**src/lsfrd_consts.svh**
```systemverilog
// Constants for the sync-flood and retry-disconnect link state block.
// Assumes a 200 MHz core clock (5 ns period); times are given in ns.
`ifndef LSFRD_CONSTS_SVH
`define LSFRD_CONSTS_SVH

// Core clock period in ps.
`define LSFRD_CLK_PS 5000
// Least no-operation time after the disconnect packet, in ns.
`define LSFRD_NOP_MIN_NS 200
// Longest no-operation time after the disconnect packet, in ns.
`define LSFRD_NOP_MAX_NS 300
// Longest time for the receiver to hold its eye position, in ns.
`define LSFRD_HOLD_MAX_NS 100
// Least no-operation count, rounded up to whole cycles (plus one for "more than").
`define LSFRD_NOP_MIN_CYC ((`LSFRD_NOP_MIN_NS * 1000 + `LSFRD_CLK_PS - 1) / `LSFRD_CLK_PS + 1)
// Longest no-operation count, rounded down.
`define LSFRD_NOP_MAX_CYC ((`LSFRD_NOP_MAX_NS * 1000) / `LSFRD_CLK_PS)
// Eye-hold deadline, rounded down.
`define LSFRD_HOLD_MAX_CYC ((`LSFRD_HOLD_MAX_NS * 1000) / `LSFRD_CLK_PS)
// Consecutive sync packets that force a sync flood.
`define LSFRD_SYNC_RUN 3'h4
// Register offsets (byte addresses).
`define LSFRD_REG_CTRL 8'h00
`define LSFRD_REG_LIMIT 8'h04
`define LSFRD_REG_STATUS 8'h08
`define LSFRD_REG_COUNT 8'h0c
// Control register fields.
`define LSFRD_CTRL_FLOOD_EN 0
`define LSFRD_CTRL_TRANSMITTER_OFF_CONTROL 1
`define LSFRD_CTRL_EOC 2
`define LSFRD_CTRL_FLOOD_REQ 3
// Status register fields.
`define LSFRD_ST_LINK_FAILURE_FLAG 0
`define LSFRD_ST_CRCERR 1
// Reset values of the attempt limits.
`define LSFRD_SHORT_RST 8'h03
`define LSFRD_TOTAL_RST 8'h0f

`endif

```
**src/lsfrd_pkg.sv**
```systemverilog
// Types for the sync-flood and retry-disconnect link state block.
// Assumes the constants header is compiled alongside.
package lsfrd_pkg;
  // Link state; Gray codes along operational, retry, training, flood.
  typedef enum logic [2:0] {
    LSFRD_OPER = 3'h0,
    LSFRD_RETRY = 3'h1,
    LSFRD_TRAIN = 3'h3,
    LSFRD_FLOOD = 3'h2,
    LSFRD_DISC = 3'h6
  } lsfrd_state_e;

  // Transmit lane command bundle.
  typedef struct packed {
    logic scramble_en;  // Scramblers run.
    logic send_ones;    // Scrambled ones on control and command lanes.
    logic send_disc;    // One disconnect packet.
    logic send_nop;     // No-operation packets.
    logic nop_diag;     // Diagnostic bit of each no-operation packet.
    logic [3:0] nop_rel; // Buffer-release fields of each no-operation packet.
  } lsfrd_tx_s;

  // Receive side events from the operational state.
  typedef struct packed {
    logic proto_err;
    logic crc_err;
    logic decode_err;
    logic disp_err;
    logic sync_pkt;
    logic pkt_done;
  } lsfrd_rx_s;
endpackage

```
**src/lsfrd_core.sv**
```systemverilog
// Sync-flood and retry-disconnect states of a serial link state machine,
// with an AHB-Lite register slave. Assumes one slave on the bus, link
// events synchronous to hclk except the stop pin and the forwarded clock.
// Operation
// - Scramblers run unbroken into flood until reset
// - Flood on unrecoverable error or operational flood
// - Flood sends scrambled ones, clock running
// - Flood ignores receiver; only reset leaves
// - Initiator keeps flooding; failer retries then floods
// - Error flood: all links if enabled, else one
// - Operational flood always propagates to all links
// - Flood entry needs no packet boundary
// - Retry freezes ack pointer, drops packets, zeroes credits
// - Retry ignores disparity and decode errors
// - Stop pin: receiver holds eye within 100ns
// - Four consecutive sync packets force flood
// - Finish packet, one disconnect, nops 200-300ns
// - Stop pin: nops 200-300ns then disconnected
// - Count retries; both limits exceeded means flood
// - Short limit: full training time, else zero
// - Retry count waits over 200ns of nops
// - Never drive a static lane value
// - Retry nops carry zero diag and release
// - Operational receive errors enter retry
//
// The placing of the registers and the AHB-Lite interface to the registers were left to the implementer.
`timescale 1ns/1ps
`include "lsfrd_consts.svh"

module lsfrd_core
  import lsfrd_pkg::*;
(
  input wire logic hclk,
  input wire logic hresetn,
  input wire logic hsel,
  input wire logic [7:0] haddr,
  input wire logic [1:0] htrans,
  input wire logic hwrite,
  input wire logic [2:0] hsize,
  input wire logic [31:0] hwdata,
  input wire logic hready,
  output logic [31:0] hrdata,
  output logic hreadyout,
  output logic hresp,
  input wire logic link_stop_pin_n,
  input wire logic link_clk_in,
  input wire lsfrd_rx_s rx_evt,
  input wire logic train_fail,
  input wire logic peer_flood_in,
  input wire logic tx_pkt_busy,
  output lsfrd_tx_s tx_cmd,
  output lsfrd_state_e link_state,
  output logic flood_all_links,
  output logic rx_ignore,
  output logic rx_hold_eye,
  output logic ack_ptr_freeze,
  output logic fwd_stomp,
  output logic credits_zero,
  output logic first_training_start,
  output logic first_training_full,
  output logic link_clk_seen
);

  // Current state and its next value.
  lsfrd_state_e state_r;
  lsfrd_state_e state_nxt;
  // Cycles of no-operation packets sent in retry.
  logic [7:0] nop_cnt_r;
  // Cycles in retry with the stop pin seen asserted; holds at 255.
  logic [7:0] stop_cnt_r;
  // The single disconnect packet has gone out.
  logic disc_sent_r;
  // Consecutive sync packets seen in retry.
  logic [2:0] sync_cnt_r;
  // Attempt counters.
  // Retry count, reported in the low byte of the count register.
  logic [7:0] retry_cnt_r;
  // Receive retry count, cleared by a good operational packet.
  logic [7:0] rx_retry_cnt_r;
  // Software registers.
  // Control bits: flood enable, transmitter off, end of chain, flood request.
  logic [3:0] ctrl_r;
  logic [7:0] short_lim_r;
  logic [7:0] total_lim_r;
  // Sticky failure flags, cleared only by reset.
  logic link_fail_r;
  logic crc_err_r;
  // Flood scope latched on entry.
  logic flood_all_r;
  // Training-entry outputs.
  logic train_go_r;
  logic train_full_r;
  // Synchronisers for the stop pin and the forwarded clock.
  logic [1:0] stop_sync_r;
  logic [1:0] lclk_sync_r;
  // Previous synchronised link clock level, for edge detection.
  logic lclk_prev_r;
  logic lclk_seen_r;
  // Bus data-phase capture.
  logic dp_wr_r;
  logic dp_rd_r;
  logic [7:0] dp_addr_r;
  logic [31:0] rdata_r;

  // Stop pin is active low; only the second flop is read.
  wire stop_req = ~stop_sync_r[1];
  // Operational receive error of any kind.
  wire oper_err = rx_evt.proto_err | rx_evt.crc_err | rx_evt.decode_err | rx_evt.disp_err;
  // Nops have run long enough to count the retry.
  wire nop_min_done = nop_cnt_r >= 8'(`LSFRD_NOP_MIN_CYC);
  // Nop window closes at its upper bound.
  wire nop_max_hit = nop_cnt_r >= 8'(`LSFRD_NOP_MAX_CYC);
  // Stop pin has been held long enough to leave for disconnected.
  wire stop_min_done = stop_cnt_r >= 8'(`LSFRD_NOP_MIN_CYC);
  // Limits are exceeded once the incremented count passes them.
  wire short_over = (retry_cnt_r + 8'h01) > short_lim_r;
  wire total_over = (rx_retry_cnt_r + 8'h01) > total_lim_r;
  // Fourth sync packet of an unbroken run.
  wire sync_four = rx_evt.sync_pkt && (sync_cnt_r == (`LSFRD_SYNC_RUN - 3'h1));
  // Software asks for a flood from the operational state.
  wire sw_flood = ctrl_r[`LSFRD_CTRL_FLOOD_REQ];
  // Link sits in the retry-disconnect state.
  wire in_retry = state_r == LSFRD_RETRY;
  // Retry completion without a stop request.
  wire retry_end = in_retry && disc_sent_r && !stop_req && nop_min_done;
  // Both attempt limits exceeded, so the retry escalates to a flood.
  wire retry_fail = retry_end && short_over && total_over;
  // Unrecoverable error from training or the retry state.
  wire unrec_err = (state_r == LSFRD_TRAIN && train_fail) || retry_fail;
  // Flood started or received while operational.
  wire oper_flood = state_r == LSFRD_OPER && (sw_flood || peer_flood_in);

  // Next-state selection.
  always_comb begin
    state_nxt = state_r;
    case (state_r)
      LSFRD_OPER: begin
        if (oper_flood) begin
          state_nxt = LSFRD_FLOOD;
        end else if (oper_err) begin
          state_nxt = LSFRD_RETRY;
        end
      end
      LSFRD_RETRY: begin
        if (rx_evt.sync_pkt && sync_four) begin
          state_nxt = LSFRD_FLOOD;
        end else if (stop_req && disc_sent_r && stop_min_done) begin
          state_nxt = LSFRD_DISC;
        end else if (retry_fail) begin
          state_nxt = LSFRD_FLOOD;
        end else if (retry_end) begin
          state_nxt = LSFRD_TRAIN;
        end
      end
      LSFRD_TRAIN: begin
        // Training itself lies outside this block; only its outcome is seen.
        if (train_fail) begin
          state_nxt = LSFRD_FLOOD;
        end else if (rx_evt.pkt_done) begin
          state_nxt = LSFRD_OPER;
        end
      end
      LSFRD_FLOOD: begin
        state_nxt = LSFRD_FLOOD;
      end
      LSFRD_DISC: begin
        // Disconnected waits for the stop pin to be released.
        if (!stop_req) begin
          state_nxt = LSFRD_TRAIN;
        end
      end
      default: begin
        // An illegal code falls into flood, the safe state.
        state_nxt = LSFRD_FLOOD;
      end
    endcase
  end

  // State register; flood is left only through the reset pin.
  always_ff @(posedge hclk or negedge hresetn) begin
    if (!hresetn) begin
      state_r <= LSFRD_OPER;
    end else begin
      state_r <= state_nxt;
    end
  end

  // Flood scope: all links for operational floods, per enable for unrecoverable errors; sync floods keep one link unless retry fails in that cycle.
  always_ff @(posedge hclk or negedge hresetn) begin
    if (!hresetn) begin
      flood_all_r <= 1'b0;
    end else if (oper_flood) begin
      flood_all_r <= 1'b1;
    end else if (unrec_err) begin
      flood_all_r <= ctrl_r[`LSFRD_CTRL_FLOOD_EN];
    end
  end

  // Retry timers: disconnect once the current packet ends, then nops.
  always_ff @(posedge hclk or negedge hresetn) begin
    if (!hresetn) begin
      disc_sent_r <= 1'b0;
      nop_cnt_r <= 8'h00;
      stop_cnt_r <= 8'h00;
    end else if (!in_retry) begin
      disc_sent_r <= 1'b0;
      nop_cnt_r <= 8'h00;
      stop_cnt_r <= 8'h00;
    end else begin
      if (!disc_sent_r && !tx_pkt_busy) begin
        disc_sent_r <= 1'b1;
      end
      if (disc_sent_r && !nop_max_hit) begin
        nop_cnt_r <= nop_cnt_r + 8'h01;
      end
      if (stop_req && stop_cnt_r != 8'hff) begin
        stop_cnt_r <= stop_cnt_r + 8'h01;
      end
    end
  end

  // Consecutive sync packet run; any other packet breaks it.
  always_ff @(posedge hclk or negedge hresetn) begin
    if (!hresetn) begin
      sync_cnt_r <= 3'h0;
    end else if (!in_retry || (rx_evt.pkt_done && !rx_evt.sync_pkt)) begin
      sync_cnt_r <= 3'h0;
    end else if (rx_evt.sync_pkt && sync_cnt_r != 3'h7) begin
      sync_cnt_r <= sync_cnt_r + 3'h1;
    end
  end

  // Attempt counters and failure flags; flags are sticky to reset.
  always_ff @(posedge hclk or negedge hresetn) begin
    if (!hresetn) begin
      retry_cnt_r <= 8'h00;
      rx_retry_cnt_r <= 8'h00;
      link_fail_r <= 1'b0;
      crc_err_r <= 1'b0;
    end else begin
      if (retry_end) begin
        retry_cnt_r <= retry_cnt_r + 8'h01;
        rx_retry_cnt_r <= rx_retry_cnt_r + 8'h01;
      end else if (state_r == LSFRD_OPER && rx_evt.pkt_done && !oper_err) begin
        rx_retry_cnt_r <= 8'h00;
      end
      if (retry_fail && ctrl_r[`LSFRD_CTRL_FLOOD_EN]) begin
        link_fail_r <= 1'b1;
      end
      if (retry_fail) begin
        crc_err_r <= 1'b1;
      end
    end
  end

  // Training entry: full training time only when the short limit alone is hit.
  always_ff @(posedge hclk or negedge hresetn) begin
    if (!hresetn) begin
      train_go_r <= 1'b0;
      train_full_r <= 1'b0;
    end else begin
      train_go_r <= retry_end && !retry_fail;
      train_full_r <= retry_end && !retry_fail && short_over;
    end
  end

  // Stop pin and forwarded clock synchronisers, with clock edge detect.
  always_ff @(posedge hclk or negedge hresetn) begin
    if (!hresetn) begin
      stop_sync_r <= 2'h3;
      lclk_sync_r <= 2'h0;
      lclk_prev_r <= 1'b0;
      lclk_seen_r <= 1'b0;
    end else begin
      stop_sync_r <= {stop_sync_r[0], link_stop_pin_n};
      lclk_sync_r <= {lclk_sync_r[0], link_clk_in};
      lclk_prev_r <= lclk_sync_r[1];
      lclk_seen_r <= lclk_sync_r[1] & ~lclk_prev_r;
    end
  end

  // Transmit commands: scramblers always on, so lanes never sit static.
  always_comb begin
    tx_cmd.scramble_en = 1'b1;
    tx_cmd.send_ones = state_r == LSFRD_FLOOD;
    tx_cmd.send_disc = in_retry && !disc_sent_r && !tx_pkt_busy;
    tx_cmd.send_nop = in_retry && disc_sent_r;
    tx_cmd.nop_diag = 1'b0;
    tx_cmd.nop_rel = 4'h0;
  end

  // Receiver controls.
  assign rx_ignore = state_r == LSFRD_FLOOD || in_retry;
  assign rx_hold_eye = in_retry && stop_req;
  assign ack_ptr_freeze = in_retry;
  assign fwd_stomp = in_retry;
  assign credits_zero = in_retry;
  assign flood_all_links = state_r == LSFRD_FLOOD && flood_all_r;
  assign link_state = state_r;
  assign first_training_start = train_go_r;
  assign first_training_full = train_full_r;
  assign link_clk_seen = lclk_seen_r;

  // Bus address phase decode.
  wire ap_valid = hsel && hready && htrans[1];
  wire [31:0] status_word = {24'h0, 3'h0, state_r, crc_err_r, link_fail_r};
  wire [31:0] count_word = {16'h0, rx_retry_cnt_r, retry_cnt_r};
  wire [31:0] rd_mux =
    (dp_addr_r == `LSFRD_REG_CTRL) ? {28'h0, ctrl_r} :
    (dp_addr_r == `LSFRD_REG_LIMIT) ? {16'h0, total_lim_r, short_lim_r} :
    (dp_addr_r == `LSFRD_REG_STATUS) ? status_word :
    (dp_addr_r == `LSFRD_REG_COUNT) ? count_word : 32'h0;

  // Capture the address phase for the following data phase.
  always_ff @(posedge hclk or negedge hresetn) begin
    if (!hresetn) begin
      dp_wr_r <= 1'b0;
      dp_rd_r <= 1'b0;
      dp_addr_r <= 8'h00;
    end else begin
      dp_wr_r <= ap_valid && hwrite;
      dp_rd_r <= ap_valid && !hwrite;
      if (ap_valid) begin
        dp_addr_r <= haddr;
      end
    end
  end

  // Register writes; software sets transmitter-off and end-of-chain.
  always_ff @(posedge hclk or negedge hresetn) begin
    if (!hresetn) begin
      ctrl_r <= 4'h0;
      short_lim_r <= `LSFRD_SHORT_RST;
      total_lim_r <= `LSFRD_TOTAL_RST;
    end else if (dp_wr_r) begin
      if (dp_addr_r == `LSFRD_REG_CTRL) begin
        ctrl_r <= hwdata[3:0];
      end else if (dp_addr_r == `LSFRD_REG_LIMIT) begin
        short_lim_r <= hwdata[7:0];
        total_lim_r <= hwdata[15:8];
      end
    end
  end

  // Read data is registered at the data phase so it comes from a flop.
  always_ff @(posedge hclk or negedge hresetn) begin
    if (!hresetn) begin
      rdata_r <= 32'h0;
    end else if (ap_valid && !hwrite) begin
      rdata_r <= 32'h0;
    end else if (dp_rd_r) begin
      rdata_r <= rd_mux;
    end
  end

  // Reads take one wait state; writes complete with no wait.
  // High in the second data-phase cycle of a read.
  logic rd_wait_r;
  always_ff @(posedge hclk or negedge hresetn) begin
    if (!hresetn) begin
      rd_wait_r <= 1'b0;
    end else begin
      rd_wait_r <= dp_rd_r && !rd_wait_r;
    end
  end

  // Bus outputs; the response is always OKAY.
  assign hreadyout = !(dp_rd_r && !rd_wait_r);
  assign hrdata = rdata_r;
  assign hresp = 1'b0;

endmodule

```
**config.mk**
```make
export PLATFORM = sky130hd
export DESIGN_NAME = lsfrd_core
export DESIGN_NICKNAME = d
export VERILOG_FILES = /design/src/lsfrd_pkg.sv /design/src/lsfrd_core.sv
export VERILOG_INCLUDE_DIRS = /design/src
export SDC_FILE = /design/constraint.sdc
export NUM_CORES = 1
export LEC_CHECK = 0
export BUFFER_PORTS_ARGS = -buffer_cell sky130_fd_sc_hd__buf_2
export CORE_MARGIN = 5
export CORE_UTILIZATION = 35
export CTS_BUF_LIST = sky130_fd_sc_hd__clkbuf_8 sky130_fd_sc_hd__clkbuf_16
export CTS_CLUSTER_DIAMETER = 60
export CTS_CLUSTER_SIZE = 8
export DETAILED_ROUTE_END_ITERATION = 16
export PLACE_DENSITY = 0.67
export SETUP_SLACK_MARGIN = 0.5
export SYNTH_ARGS = -nofsm -noshare
export SYNTH_HDL_FRONTEND = slang
export SYNTH_SLANG_ARGS = --single-unit
```
**constraint.sdc**
```tcl
create_clock -name hclk -period 3.5 [get_ports hclk]
set_clock_uncertainty 0.05 [all_clocks]
set_input_delay 0.525 -clock hclk [delete_from_list [all_inputs] [get_ports hclk]]
set_output_delay 0.525 -clock hclk [all_outputs]
set_load 0.005 [all_outputs]
```
Word level (Yosys, flattened, before mapping)
Cells that the tools add are included.
{"block": "word_totals", "register_bits": 113, "inputBits": 61}
{"block": "op_classes", "addsub": 5, "n_reduce_logical": 53, "bitwise": 7, "order_cmp": 5, "eq_ne": 17, "n_mux": 28}
{"op": "2-to-1 mux 16 bit", "count": 4}
{"op": "2-to-1 mux 32 bit", "count": 2}
{"op": "2-to-1 mux 8 bit", "count": 6}
{"op": "2-to-1 mux 3 bit", "count": 11}
{"op": "adder 8 x 1 -> 8 bit (second input constant)", "count": 4}
{"op": "logical AND 1 bit", "count": 30}
{"op": "greater-or-equal comparator 8 x 6 -> 1 bit (second input constant)", "count": 3}
{"op": "equality test 8 x 4 -> 1 bit (second input constant)", "count": 2}
{"op": "greater-than comparator 8 bit", "count": 2}
{"op": "case mux 3 bit (4 select lines)", "count": 1}
{"op": "logical NOT 1 bit", "count": 10}
{"op": "equality test 3 x 2 -> 1 bit (second input constant)", "count": 3}
{"op": "!= test 3 bit (second input constant)", "count": 3}
{"op": "equality test 8 x 3 -> 1 bit (second input constant)", "count": 1}
{"op": "logical NOT 8 bit", "count": 1}
{"op": "!= test 8 bit (second input constant)", "count": 1}
{"op": "nonzero test 2 bit", "count": 4}
{"op": "!= test 2 x 1 -> 1 bit (second input constant)", "count": 3}
{"op": "!= test 5 x 1 -> 1 bit (second input constant)", "count": 1}
{"op": "logical OR 1 bit", "count": 4}
{"op": "2-to-1 mux 1 bit", "count": 4}
{"op": "AND reduction 4 bit", "count": 1}
{"op": "adder 3 x 1 -> 3 bit (second input constant)", "count": 1}
{"op": "equality test 3 x 1 -> 1 bit (second input constant)", "count": 1}
{"op": "other kinds (8)", "count": 12}

Logic depth before layout (Yosys ltp)
Gate-level depths: netlist of the first run.
{"block": "depth", "word_depth": 10, "depth_mapped": 10}

Least setup slack after synthesis of the first run
Ideal clock, no wire load.
{"block": "synth_path", "path_type": "reg2reg", "from": "reg rx_retry_cnt_r[0]", "to": "reg flood_all_r", "path_stages_with_launch": 11, "t_arrival_ps": 2330, "synth_period_minus_slack_ps": 2459, "required_time_ps": 3371, "path_slack_ps": 1041, "path_buffers": 0, "cell_sequence": "dfrtp_1 and3_1 and3_1 and3_1 xor2_1 ha_1 nand3_1 a211o_1 a21o_1 o31ai_2 mux2i_1"}
{"block": "synth_via", "elab_chain_cells": 5}
{"element": "from (decl)", "line": "lsfrd_core.sv:79", "text": "logic [7:0] rx_retry_cnt_r;"}
{"element": "from (signal assigned)", "line": "lsfrd_core.sv:243", "text": "rx_retry_cnt_r <= rx_retry_cnt_r + 8'h01;"}
{"element": "adder 8 x 1 -> 8 bit", "line": "lsfrd_core.sv:117", "text": "wire total_over = (rx_retry_cnt_r + 8'h01) > total_lim_r;"}
{"element": "greater-than comparator 8 bit", "line": "lsfrd_core.sv:117"}
{"element": "logical AND 1 bit", "line": "lsfrd_core.sv:127", "text": "wire retry_fail = retry_end && short_over && total_over;"}
{"element": "logical OR 1 bit", "line": "lsfrd_core.sv:129", "text": "wire unrec_err = (state_r == LSFRD_TRAIN && train_fail) || retry_fail;"}
{"element": "nonzero test 2 bit (no source line)"}
{"element": "to (signal assigned)", "line": "lsfrd_core.sv:195", "text": "flood_all_r <= ctrl_r[`LSFRD_CTRL_FLOOD_EN];"}
{"element": "to (decl)", "line": "lsfrd_core.sv:89", "text": "logic flood_all_r;"}
Every way passes these cells.
A chain may end at the register's enable or synchronous reset.

Worst setup path in the final report of the first run
{"block": "layout_path", "from": "reg rx_retry_cnt_r[0]", "to": "reg state_r[0], in the netlist link_state[0]"}
{"block": "layout_via", "elab_chain_cells": 7}
{"element": "adder 8 x 1 -> 8 bit *", "line": "lsfrd_core.sv:117"}
{"element": "greater-than comparator 8 bit *", "line": "lsfrd_core.sv:117"}
{"element": "logical AND 1 bit *", "line": "lsfrd_core.sv:127"}
{"element": "2-to-1 mux 3 bit", "line": "lsfrd_core.sv:149", "text": "end else if (retry_fail) begin"}
{"element": "2-to-1 mux 3 bit", "line": "lsfrd_core.sv:147", "text": "end else if (stop_req && disc_sent_r && stop_min_done) begin"}
{"element": "2-to-1 mux 3 bit", "line": "lsfrd_core.sv:145", "text": "if (rx_evt.sync_pkt && sync_four) begin"}
{"element": "case mux 3 bit (4 select lines)", "line": "lsfrd_core.sv:136", "text": "case (state_r)"}
{"element": "to (signal assigned)", "line": "lsfrd_core.sv:184", "text": "state_r <= state_nxt;"}
{"element": "to (decl)", "line": "lsfrd_core.sv:65", "text": "lsfrd_state_e state_r;"}
Every way passes the cells marked *; elsewhere a longest branch is shown, timed or not.

==> results of run 1 <==
[cell type report]
cell class | instances | area, µm² | area share (%)
Clock buffer | 9 | 225 | 3.79
Clock inverter | 7 | 87.6 | 1.47
Inverter | 24 | 90.1 | 1.52
Multi-Input combinational cell | 336 | 2480 | 41.8
Sequential cell | 97 | 2440 | 41.0
Tap cell | 184 | 230 | 3.87
Timing Repair Buffer | 76 | 393 | 6.61
[placed cells by master, fill, tap and decap left out, types with 3 or more instances in the layout]
master and count:
sky130_fd_sc_hd__dfrtp_1 89, sky130_fd_sc_hd__buf_2 71, sky130_fd_sc_hd__nor2_1 48, sky130_fd_sc_hd__nand2_1 34, sky130_fd_sc_hd__ha_1 27, sky130_fd_sc_hd__inv_1 26
sky130_fd_sc_hd__conb_1 23, sky130_fd_sc_hd__mux2_2 20, sky130_fd_sc_hd__o21ai_0 18, sky130_fd_sc_hd__xor2_1 17, sky130_fd_sc_hd__xnor2_1 14, sky130_fd_sc_hd__a21oi_1 14
sky130_fd_sc_hd__mux2i_1 13, sky130_fd_sc_hd__nand3_1 11, sky130_fd_sc_hd__mux2_4 10, sky130_fd_sc_hd__and3_1 9, sky130_fd_sc_hd__nor2b_1 9, sky130_fd_sc_hd__clkbuf_16 9
sky130_fd_sc_hd__dfstp_2 8, sky130_fd_sc_hd__nor3_1 5, sky130_fd_sc_hd__nand4_1 5, sky130_fd_sc_hd__a22o_1 5, sky130_fd_sc_hd__buf_4 5, sky130_fd_sc_hd__nand2b_1 4
sky130_fd_sc_hd__mux4_2 4, sky130_fd_sc_hd__a21o_1 3
[power groups by stage]
stage / Sequential [mW] / Clock [mW] / Combinational [mW]
floorplan: 1.22 / 0 / 0.170
global placement: 1.24 / 0 / 0.214
detailed placement: 1.24 / 0 / 0.220
CTS: 1.22 / 1.08 / 0.221
global route: 1.23 / 1.13 / 0.245
finish: 1.22 / 1.05 / 0.218
[routing by layer]
metal | up-vias | share of wire (%) | wire [µm] | track usage [%]
met5 | - | 0 | 0 | 0
met4 | 0 | 0.93 | 102 | 3.43
met3 | 8 | 5.7 | 625 | 3.78
met2 | 86 | 47 | 5150 | 20.5
met1 | 1745 | 46 | 5050 | 17.4
li1 | 1731 | - | - | -
[Yosys cell counts (8+ instances only)]
| cell type | n | area (µm²) |
|---|---|---|
| sky130_fd_sc_hd__xnor2_1 | 14 | 123 |
| sky130_fd_sc_hd__mux2_4 | 10 | 150 |
| sky130_fd_sc_hd__clkbuf_1 | 10 | 37.5 |
| sky130_fd_sc_hd__nand3_1 | 11 | 55.1 |
| sky130_fd_sc_hd__inv_1 | 24 | 90.1 |
| sky130_fd_sc_hd__o21ai_0 | 18 | 90.1 |
| sky130_fd_sc_hd__buf_4 | 25 | 188 |
| sky130_fd_sc_hd__xor2_1 | 17 | 149 |
| sky130_fd_sc_hd__mux2i_1 | 13 | 130 |
| sky130_fd_sc_hd__dfrtp_1 | 89 | 2230 |
| sky130_fd_sc_hd__nor2_1 | 48 | 180 |
| sky130_fd_sc_hd__nand2_1 | 34 | 128 |
| sky130_fd_sc_hd__dfstp_2 | 8 | 210 |
| sky130_fd_sc_hd__a21oi_1 | 14 | 70.1 |
| sky130_fd_sc_hd__mux2_2 | 20 | 225 |
| sky130_fd_sc_hd__ha_1 | 27 | 338 |
| sky130_fd_sc_hd__and3_1 | 9 | 56.3 |
| sky130_fd_sc_hd__nor2b_1 | 9 | 56.3 |
[final timing paths]
kind / start / endpoint / cells past startpoint / slack [ns]
min in group hclk: link_stop_pin_n / stop_sync_r[0] / 1 / 0.21
setup reg to reg: rx_retry_cnt_r[0] / link_state[0] / 10 / 0.74
hold / removal: hresetn / hrdata[10] / 1 / 0.10
setup / recovery: rx_retry_cnt_r[0] / link_state[0] / 10 / 0.74
max in group asynchronous: hresetn / stop_sync_r[0] / 2 / 2.44
hold reg to reg: lclk_sync_r[0] / lclk_sync_r[1] / 0 / 0.30
[state kept, by name (all words and copies together) (netlist names), 8 cells and up]
signal / cells
total_lim_r: 8
short_lim_r: 8
stop_cnt_r: 8
retry_cnt_r: 8
hrdata: 16
dp_addr_r: 8
rx_retry_cnt_r: 8
nop_cnt_r: 8
[critical path, delay by kind of cell (launching register included)]
| family | cells | cell delay [ns] |
|---|---|---|
| AOI/OAI and AO/OA | 3 | 0.69 |
| xor gates and xnor gates | 1 | 0.16 |
| adders and majority gates | 1 | 0.31 |
| DFF | 1 | 0.45 |
| and+or+nand+nor | 5 | 0.98 |
[logic make-up after synthesis]
family | count (synthesis) | synth area share, %
buf+inv | 62 | 6.51
compound gates | 62 | 8.40
flops | 97 | 47.1
other cells | 2 | 0.145
xor+xnor | 31 | 5.25
mux | 48 | 11.7
simple gates | 145 | 14.3
fa+ha+maj | 27 | 6.53
[what timing repair did]
item | in CTS | in global routing
hold endpoints to repair | 0 | 0
resized for setup | 0 | 1
setup endpoints to repair | 0 | 1
==> Implementation_results.wiki, run 1 <==
{| class="wikitable"
! Metric !! Value
|-
| Status || finished clean
|-
| Clock tree from TritonCTS || built
|-
| Die boundary width || roughly 130 µm
|-
| Unrepaired setup endpoints after global routing || false
|-
| Cts bufs inserted || 9
|-
| Cells after Synth || between 400 and 500
|-
| Setup violators final || 0
|-
| Crit path setup slack, layout || approximately 0.74 ns
|-
| Top flip-flop cell by instance count after synthesis || sky130_fd_sc_hd__dfrtp_1
|-
| Vias in the first global route || 3630
|-
| Period utilization || between 70% and 80%
|-
| Largest fanout on the critical path || 7
|-
| Path type of the worst setup path || reg2reg
|-
| Total design power || ~2.5 mW
|-
| Number of storage elements in the synthesis netlist || 97
|-
| Comb power frac || ~8.7%
|-
| Area of placed instances || around 5600 µm²
|-
| Antenna Violating Nets Remaining || 0
|-
| Total inserted antenna cells || 0
|-
| Post-synthesis to final-layout area growth || 15.0%
|-
| Worst-skew pair later-pin latency || around 0.35 ns
|-
| Clock-pin transition on the worst setup and hold timing paths || about 0.070 ns
|-
| Warning count from the yosys run || 0
|-
| Largest net degree at the start of global routing || 43
|-
| Final WL || between 10000 and 15000 µm
|-
| Die Y || between 100 and 150 µm
|-
| Post-route core utilization || between 40% and 50%
|-
| Post-detailed-placement half-perimeter wirelength || approximately 8000 µm
|-
| Cell area power density || ~420 nW/µm²
|-
| Critical path startpoint category || flip-flop
|-
| Final total negative setup slack || 0 ns
|-
| CP endpoint kind || flip-flop
|-
| Layout cells sized above 1 || 26.0%
|-
| Wire length of the first global-routing pass || between 15000 and 20000 µm
|-
| Clock tree buffer depth || 2
|-
| Leakage component of the power || around 3 nW
|-
| Post-detailed-route via-to-cell ratio || between 4 and 5
|-
| Sw Share || a little under a quarter
|-
| CTS Hold Bufs || 0
|-
| Worst EP required || 3.66 ns
|-
| Number of max-capacitance violations reported || 0
|-
| Arrival @ worst endpoint || between 2 and 3 ns
|-
| Total via count in the routed design || 3570
|-
| Cell seen most often among critical-path stages || sky130_fd_sc_hd__and3_1
|-
| Area of all placed cells without fillers || just under 6000 µm²
|-
| Count of input and output buffers || 72
|-
| Class of the most critical hold timing path || in2async
|-
| Worst slew margin relative to its limit || 46.5%
|-
| Internal power || between 1.5 and 2 mW
|-
| # H-tree levels || 3
|-
| Number of unique standard cell types used by synthesis || 59
|-
| Proportion of synthesized chip area in sequential cells || approximately 47%
|-
| Number of violations reported at the end of detailed-routing iteration 0 || around 220
|-
| Global placement routability congestion || a little under 0.8
|-
| Largest stage delay, worst path || 0.45 ns
|-
| Congestion Overflow GR || 0
|-
| Time the worst path needs with I/O delays and setup || about 2.8 ns
|-
| Worst hold slack after final layout || approximately 0.10 ns
|-
| Average size of a mapped cell || 10.9 µm²
|-
| CP max-delay cell || sky130_fd_sc_hd__dfrtp_1
|-
| Number of clock sinks seen by CTS || 97
|-
| IO Pins || between 100 and 150
|-
| Dpl cells || 717
|-
| Fill cells || 1393
|-
| VDD IR-drop max || between 200 and 250 µV
|-
| Filler-free cell count of the finished design || approximately 730
|-
| Per-cell routed wire length || between 10 and 15 µm
|-
| GRT Total Usage || around 13%
|-
| Cells along the critical path || and3_1 -> and3_1 -> and3_1 -> xor2_1 -> ha_1 -> nand3_1 -> a211o_1 -> a21o_1 -> nor3_2 -> o221ai_1
|-
| Netlist area before placement || ~5200 µm²
|-
| Final Hold Fails || 0
|-
| Number of placement rows || 44
|-
| Antenna violations before repair || 0
|-
| Fin. max-slew vios || 0
|-
| Switching power summed over all nets || about 0.6 mW
|-
| Net count reported at finish || 632
|-
| DRC viols || 0
|-
| Total Die Area || around 17000 µm²
|-
| Worst slack after detailed placement || roughly 0.67 ns
|-
| Actual slew at the worst max-slew pin || approximately 0.8 ns
|-
| Clock network fraction of total power || between 40% and 50%
|-
| Area of the core || 14500 µm²
|-
| F_max || between 300 and 400 MHz
|-
| Starting density of the core || around 36%
|-
| Sequential share of power || 49.1%
|-
| Post-CTS setup buffers || 0
|-
| EDFF count, synth || 0
|-
| Clock tree root driver cell || sky130_fd_sc_hd__clkbuf_16
|-
| DR pass1 iterations || 4
|-
| Ys async rst share || 100%
|}
Note: power is estimated with default switching activity, not from simulation.
==> run 2: changes to the inputs <==
--- a/config.mk
+++ b/config.mk
@@ -13,7 +13,7 @@
 export CTS_CLUSTER_DIAMETER = 60
 export CTS_CLUSTER_SIZE = 8
 export DETAILED_ROUTE_END_ITERATION = 16
-export PLACE_DENSITY = 0.67
+export PLACE_DENSITY = 0.69
 export SETUP_SLACK_MARGIN = 0.5
 export SYNTH_ARGS = -nofsm -noshare
 export SYNTH_HDL_FRONTEND = slang
==> constraint.sdc (replaced) <==
create_clock -name hclk -period 2.3 [get_ports hclk]
set_clock_uncertainty 0.05 [all_clocks]
set_input_delay 0.345 -clock hclk [delete_from_list [all_inputs] [get_ports hclk]]
set_output_delay 0.345 -clock hclk [all_outputs]
set_load 0.005 [all_outputs]
==> run 2 against run 1 <==
  * The run now ends with setup timing left
  * Maximum frequency is 7.4% higher
  * Hold slack worse by 0.058 ns
  * Highest routed layer unchanged
  * Clock power grew 38%
  * Final area up 18%
  * Critical path type unchanged
  * Core utilization up 7.2 points
  * Largest cell class unchanged
==> Implementation_results.wiki, run 2 (synthesis results as in run 1) <==
{| class="wikitable"
! Metric !! Value
|-
| Number of violations reported at the end of detailed-routing iteration 0 || 246 (+13%)
|-
| Worst EP required || 2.52 ns (-1.14 ns)
|-
| Violations in the final reports || setup timing
|-
| Unrepaired setup endpoints after global routing || true
|-
| Final Hold Fails || 0 (unchanged)
|-
| Number of flip-flops in the largest register || 16 (unchanged)
|-
| Class of the most critical hold timing path || in2reg
|-
| Critical path startpoint category || flip-flop
|-
| Actual slew at the worst max-slew pin || 0.756 ns (-0.0431 ns)
|-
| End point of the worst hold path || stop_sync_r[0]
|-
| Worst-skew pair later-pin latency || 0.36 ns (about the same)
|-
| Fin. max-slew vios || 0 (unchanged)
|-
| Clock network fraction of total power || 39.0% (-3.1 points)
|-
| IO Pins || 116 (unchanged)
|-
| Clock tree from TritonCTS || built
|-
| Cts bufs inserted || 9 (unchanged)
|-
| # H-tree levels || 3 (unchanged)
|-
| Final total negative setup slack || -1.14 ns (-1.14 ns)
|-
| CP max-delay cell || sky130_fd_sc_hd__dfrtp_1
|-
| Clock tree buffer depth || 2 (unchanged)
|-
| Leakage component of the power || 3.55 nW (+19%)
|-
| Total Die Area || 17300 µm² (unchanged)
|-
| Post-detailed-placement half-perimeter wirelength || 8500 µm (+5.9%)
|-
| CP delay by family, top || compound AO/OA/AOI/OAI gates
|-
| Layout cells sized above 1 || 45.7% (+20 points)
|-
| Hold-critical path depth || 1
|-
| Cell area power density || 530 nW/µm² (+26%)
|-
| Crit path setup slack, layout || -0.271 ns (-1.01 ns)
|-
| Met3 wire len || 581 µm (-7.0%)
|-
| Cell seen most often among critical-path stages || sky130_fd_sc_hd__and3_4
|-
| DR pass1 iterations || 4 (unchanged)
|-
| Total via count in the routed design || 3939 (+10%)
|-
| Most common library cell in the layout ignoring fill and taps || sky130_fd_sc_hd__dfrtp_1
|-
| Largest fanout on the critical path || 3 (-4)
|-
| Area of the core || 14500 µm² (unchanged)
|-
| Final WL || 12800 µm (+17%)
|-
| Largest stage delay, worst path || 0.45 ns (about the same)
|-
| Cells along the critical path || and3_4 -> and3_4 -> and3_4 -> xor2_2 -> ha_1 -> nand3_2 -> a211o_1 -> a21o_1 -> o31ai_2 -> mux2i_1
|-
| DRC viols || 0 (unchanged)
|-
| Post-synthesis to final-layout area growth || 35.3%
|-
| Filler-free cell count of the finished design || 801 (+9.3%)
|-
| R2R depth || 10 (unchanged)
|-
| Die boundary width || 132 µm (unchanged)
|-
| Global placement routability congestion || 0.824 (+4.1%)
|-
| Switching power summed over all nets || 0.943 mW (+61%)
|-
| Congestion Overflow GR || 0 (unchanged)
|-
| VDD IR-drop max || 330 µV (+56%)
|-
| F_max || 389 MHz (+7.4%)
|-
| Per-cell routed wire length || 16.0 µm (+7.1%)
|-
| Origin of the worst min-delay path || link_stop_pin_n
|-
| Number of clock sinks seen by CTS || 97 (unchanged)
|-
| Setup slack of the worst register-to-register path || -0.27 ns (-1.01 ns)
|-
| Worst hold slack after final layout || 0.0451 ns (-0.0585 ns)
|-
| Combined buffer and inverter count along the critical path || 0 (unchanged)
|-
| Worst flop-to-flop path endpoint || flood_all_r
|-
| Clock tree root driver cell || sky130_fd_sc_hd__clkbuf_16
|-
| CP endpoint kind || flip-flop
|-
| Net count reported at finish || 700 (+11%)
|-
| Post-route core utilization || 48.1% (+7.2 points)
|-
| Routed wl met2 || 6660 µm (+29%)
|-
| Clock-pin transition on the worst setup and hold timing paths || 0.07 ns (about the same)
|-
| Arrival @ worst endpoint || 2.79 ns (-0.14 ns)
|-
| Uppermost layer routed || met4
|-
| Starting density of the core || 35.6% (unchanged)
|-
| Dpl cells || 750 (+4.6%)
|-
| Sequential share of power || 50.4% (+1.3 points)
|-
| Status || complete, but fails checks
|-
| Setup violators final || 6 (+6)
|-
| Antenna Violating Nets Remaining || 0 (unchanged)
|-
| Sw Share || 25.5% (+2.0 points)
|-
| Total inserted antenna cells || 0 (unchanged)
|-
| Wire length of the first global-routing pass || 20000 µm (+8.5%)
|-
| Antenna violations before repair || 0 (unchanged)
|-
| GRT Total Usage || 14.0% (+1.1 points)
|-
| Number of placement rows || 44 (unchanged)
|-
| Number of max-capacitance violations reported || 0 (unchanged)
|-
| Period utilization || 112% (+33 points)
|-
| Count of input and output buffers || 72 (unchanged)
|-
| Reg-to-reg startpoint || rx_retry_cnt_r[1]
|-
| Path type of the worst setup path || reg2reg
|-
| Worst slew margin relative to its limit || 49.4% (+2.9 points)
|-
| Comb power frac || 10.6% (+1.9 points)
|-
| Post-detailed-route via-to-cell ratio || 4.92 (+0.97%)
|-
| Met1 Wirelength || 5280 µm (+4.5%)
|-
| Commonest non-fill, non-tap cells in the layout || sky130_fd_sc_hd__dfrtp_1 (88), sky130_fd_sc_hd__buf_2 (70), sky130_fd_sc_hd__buf_4 (50)
|-
| Time the worst path needs with I/O delays and setup || 2.57 ns (-0.190 ns)
|-
| Largest net degree at the start of global routing || 69 (+60%)
|-
| Internal power || 2.76 mW (+45%)
|-
| Die Y || 132 µm (unchanged)
|-
| Vias in the first global route || 4008 (+10%)
|}
[run 2: repair_timing]
| action | 4_1_cts | 5_1_grt |
|---|---|---|
| cloned | 1 | 1 |
| setup buffers | 11 | 21 |
| hold buffers | 1 | 0 |
| pin swaps | 15 | 32 |
| setup endpoints to repair | 65 | 71 |
| gates resized for setup | 88 | 49 |
| endpoints found under the hold margin | 25 | 0 |
[run 2: area by class of cell]
type,instances,area [µm²]
Tap cell,184,230
Sequential cell,97,2440
Clock buffer,10,239
Inverter,24,92.6
Multi-Input combinational cell,337,2930
Clock inverter,6,42.5
Timing Repair Buffer,143,1020
Fill cell,1302,7540
[run 2: how the worst max path moves through the flow]
stage	from	cells past startpoint	end
finish	rx_retry_cnt_r[1]	10	flood_all_r
global route	rx_retry_cnt_r[1]	10	flood_all_r
CTS	rx_retry_cnt_r[1]	11	link_fail_r
detailed placement	rx_retry_cnt_r[1]	10	link_state[0]
global placement	rx_retry_cnt_r[1]	11	link_fail_r
floorplan	rx_retry_cnt_r[0]	10	flood_all_r
[run 2: power by group through the flow]
stage               sequential [mW]  clock (mW)  combinational [mW]
floorplan                      1.85           0               0.259
global placement               1.89           0               0.339
detailed placement             1.89           0               0.348
CTS                            1.86        1.47               0.369
global route                   1.88        1.53               0.436
finish                         1.87        1.45               0.393
[run 2: layer usage]
layer / up-vias / track usage (%)
li1: 1875 / -
met1: 1960 / 17.0
met2: 85 / 24.2
met3: 19 / 3.29
met4: 0 / 5.37
met5: - / 0
[run 2: through the flow]
stage	total power, mW	cell area [µm²]	setup WS (ns)
floorplan	2.11	5270	-0.0410
finish	3.71	6990	-0.271
CTS	3.71	6600	-0.222
global placement	2.23	5910	-0.165
detailed placement	2.24	5910	-0.256
global route	3.84	6990	-0.350
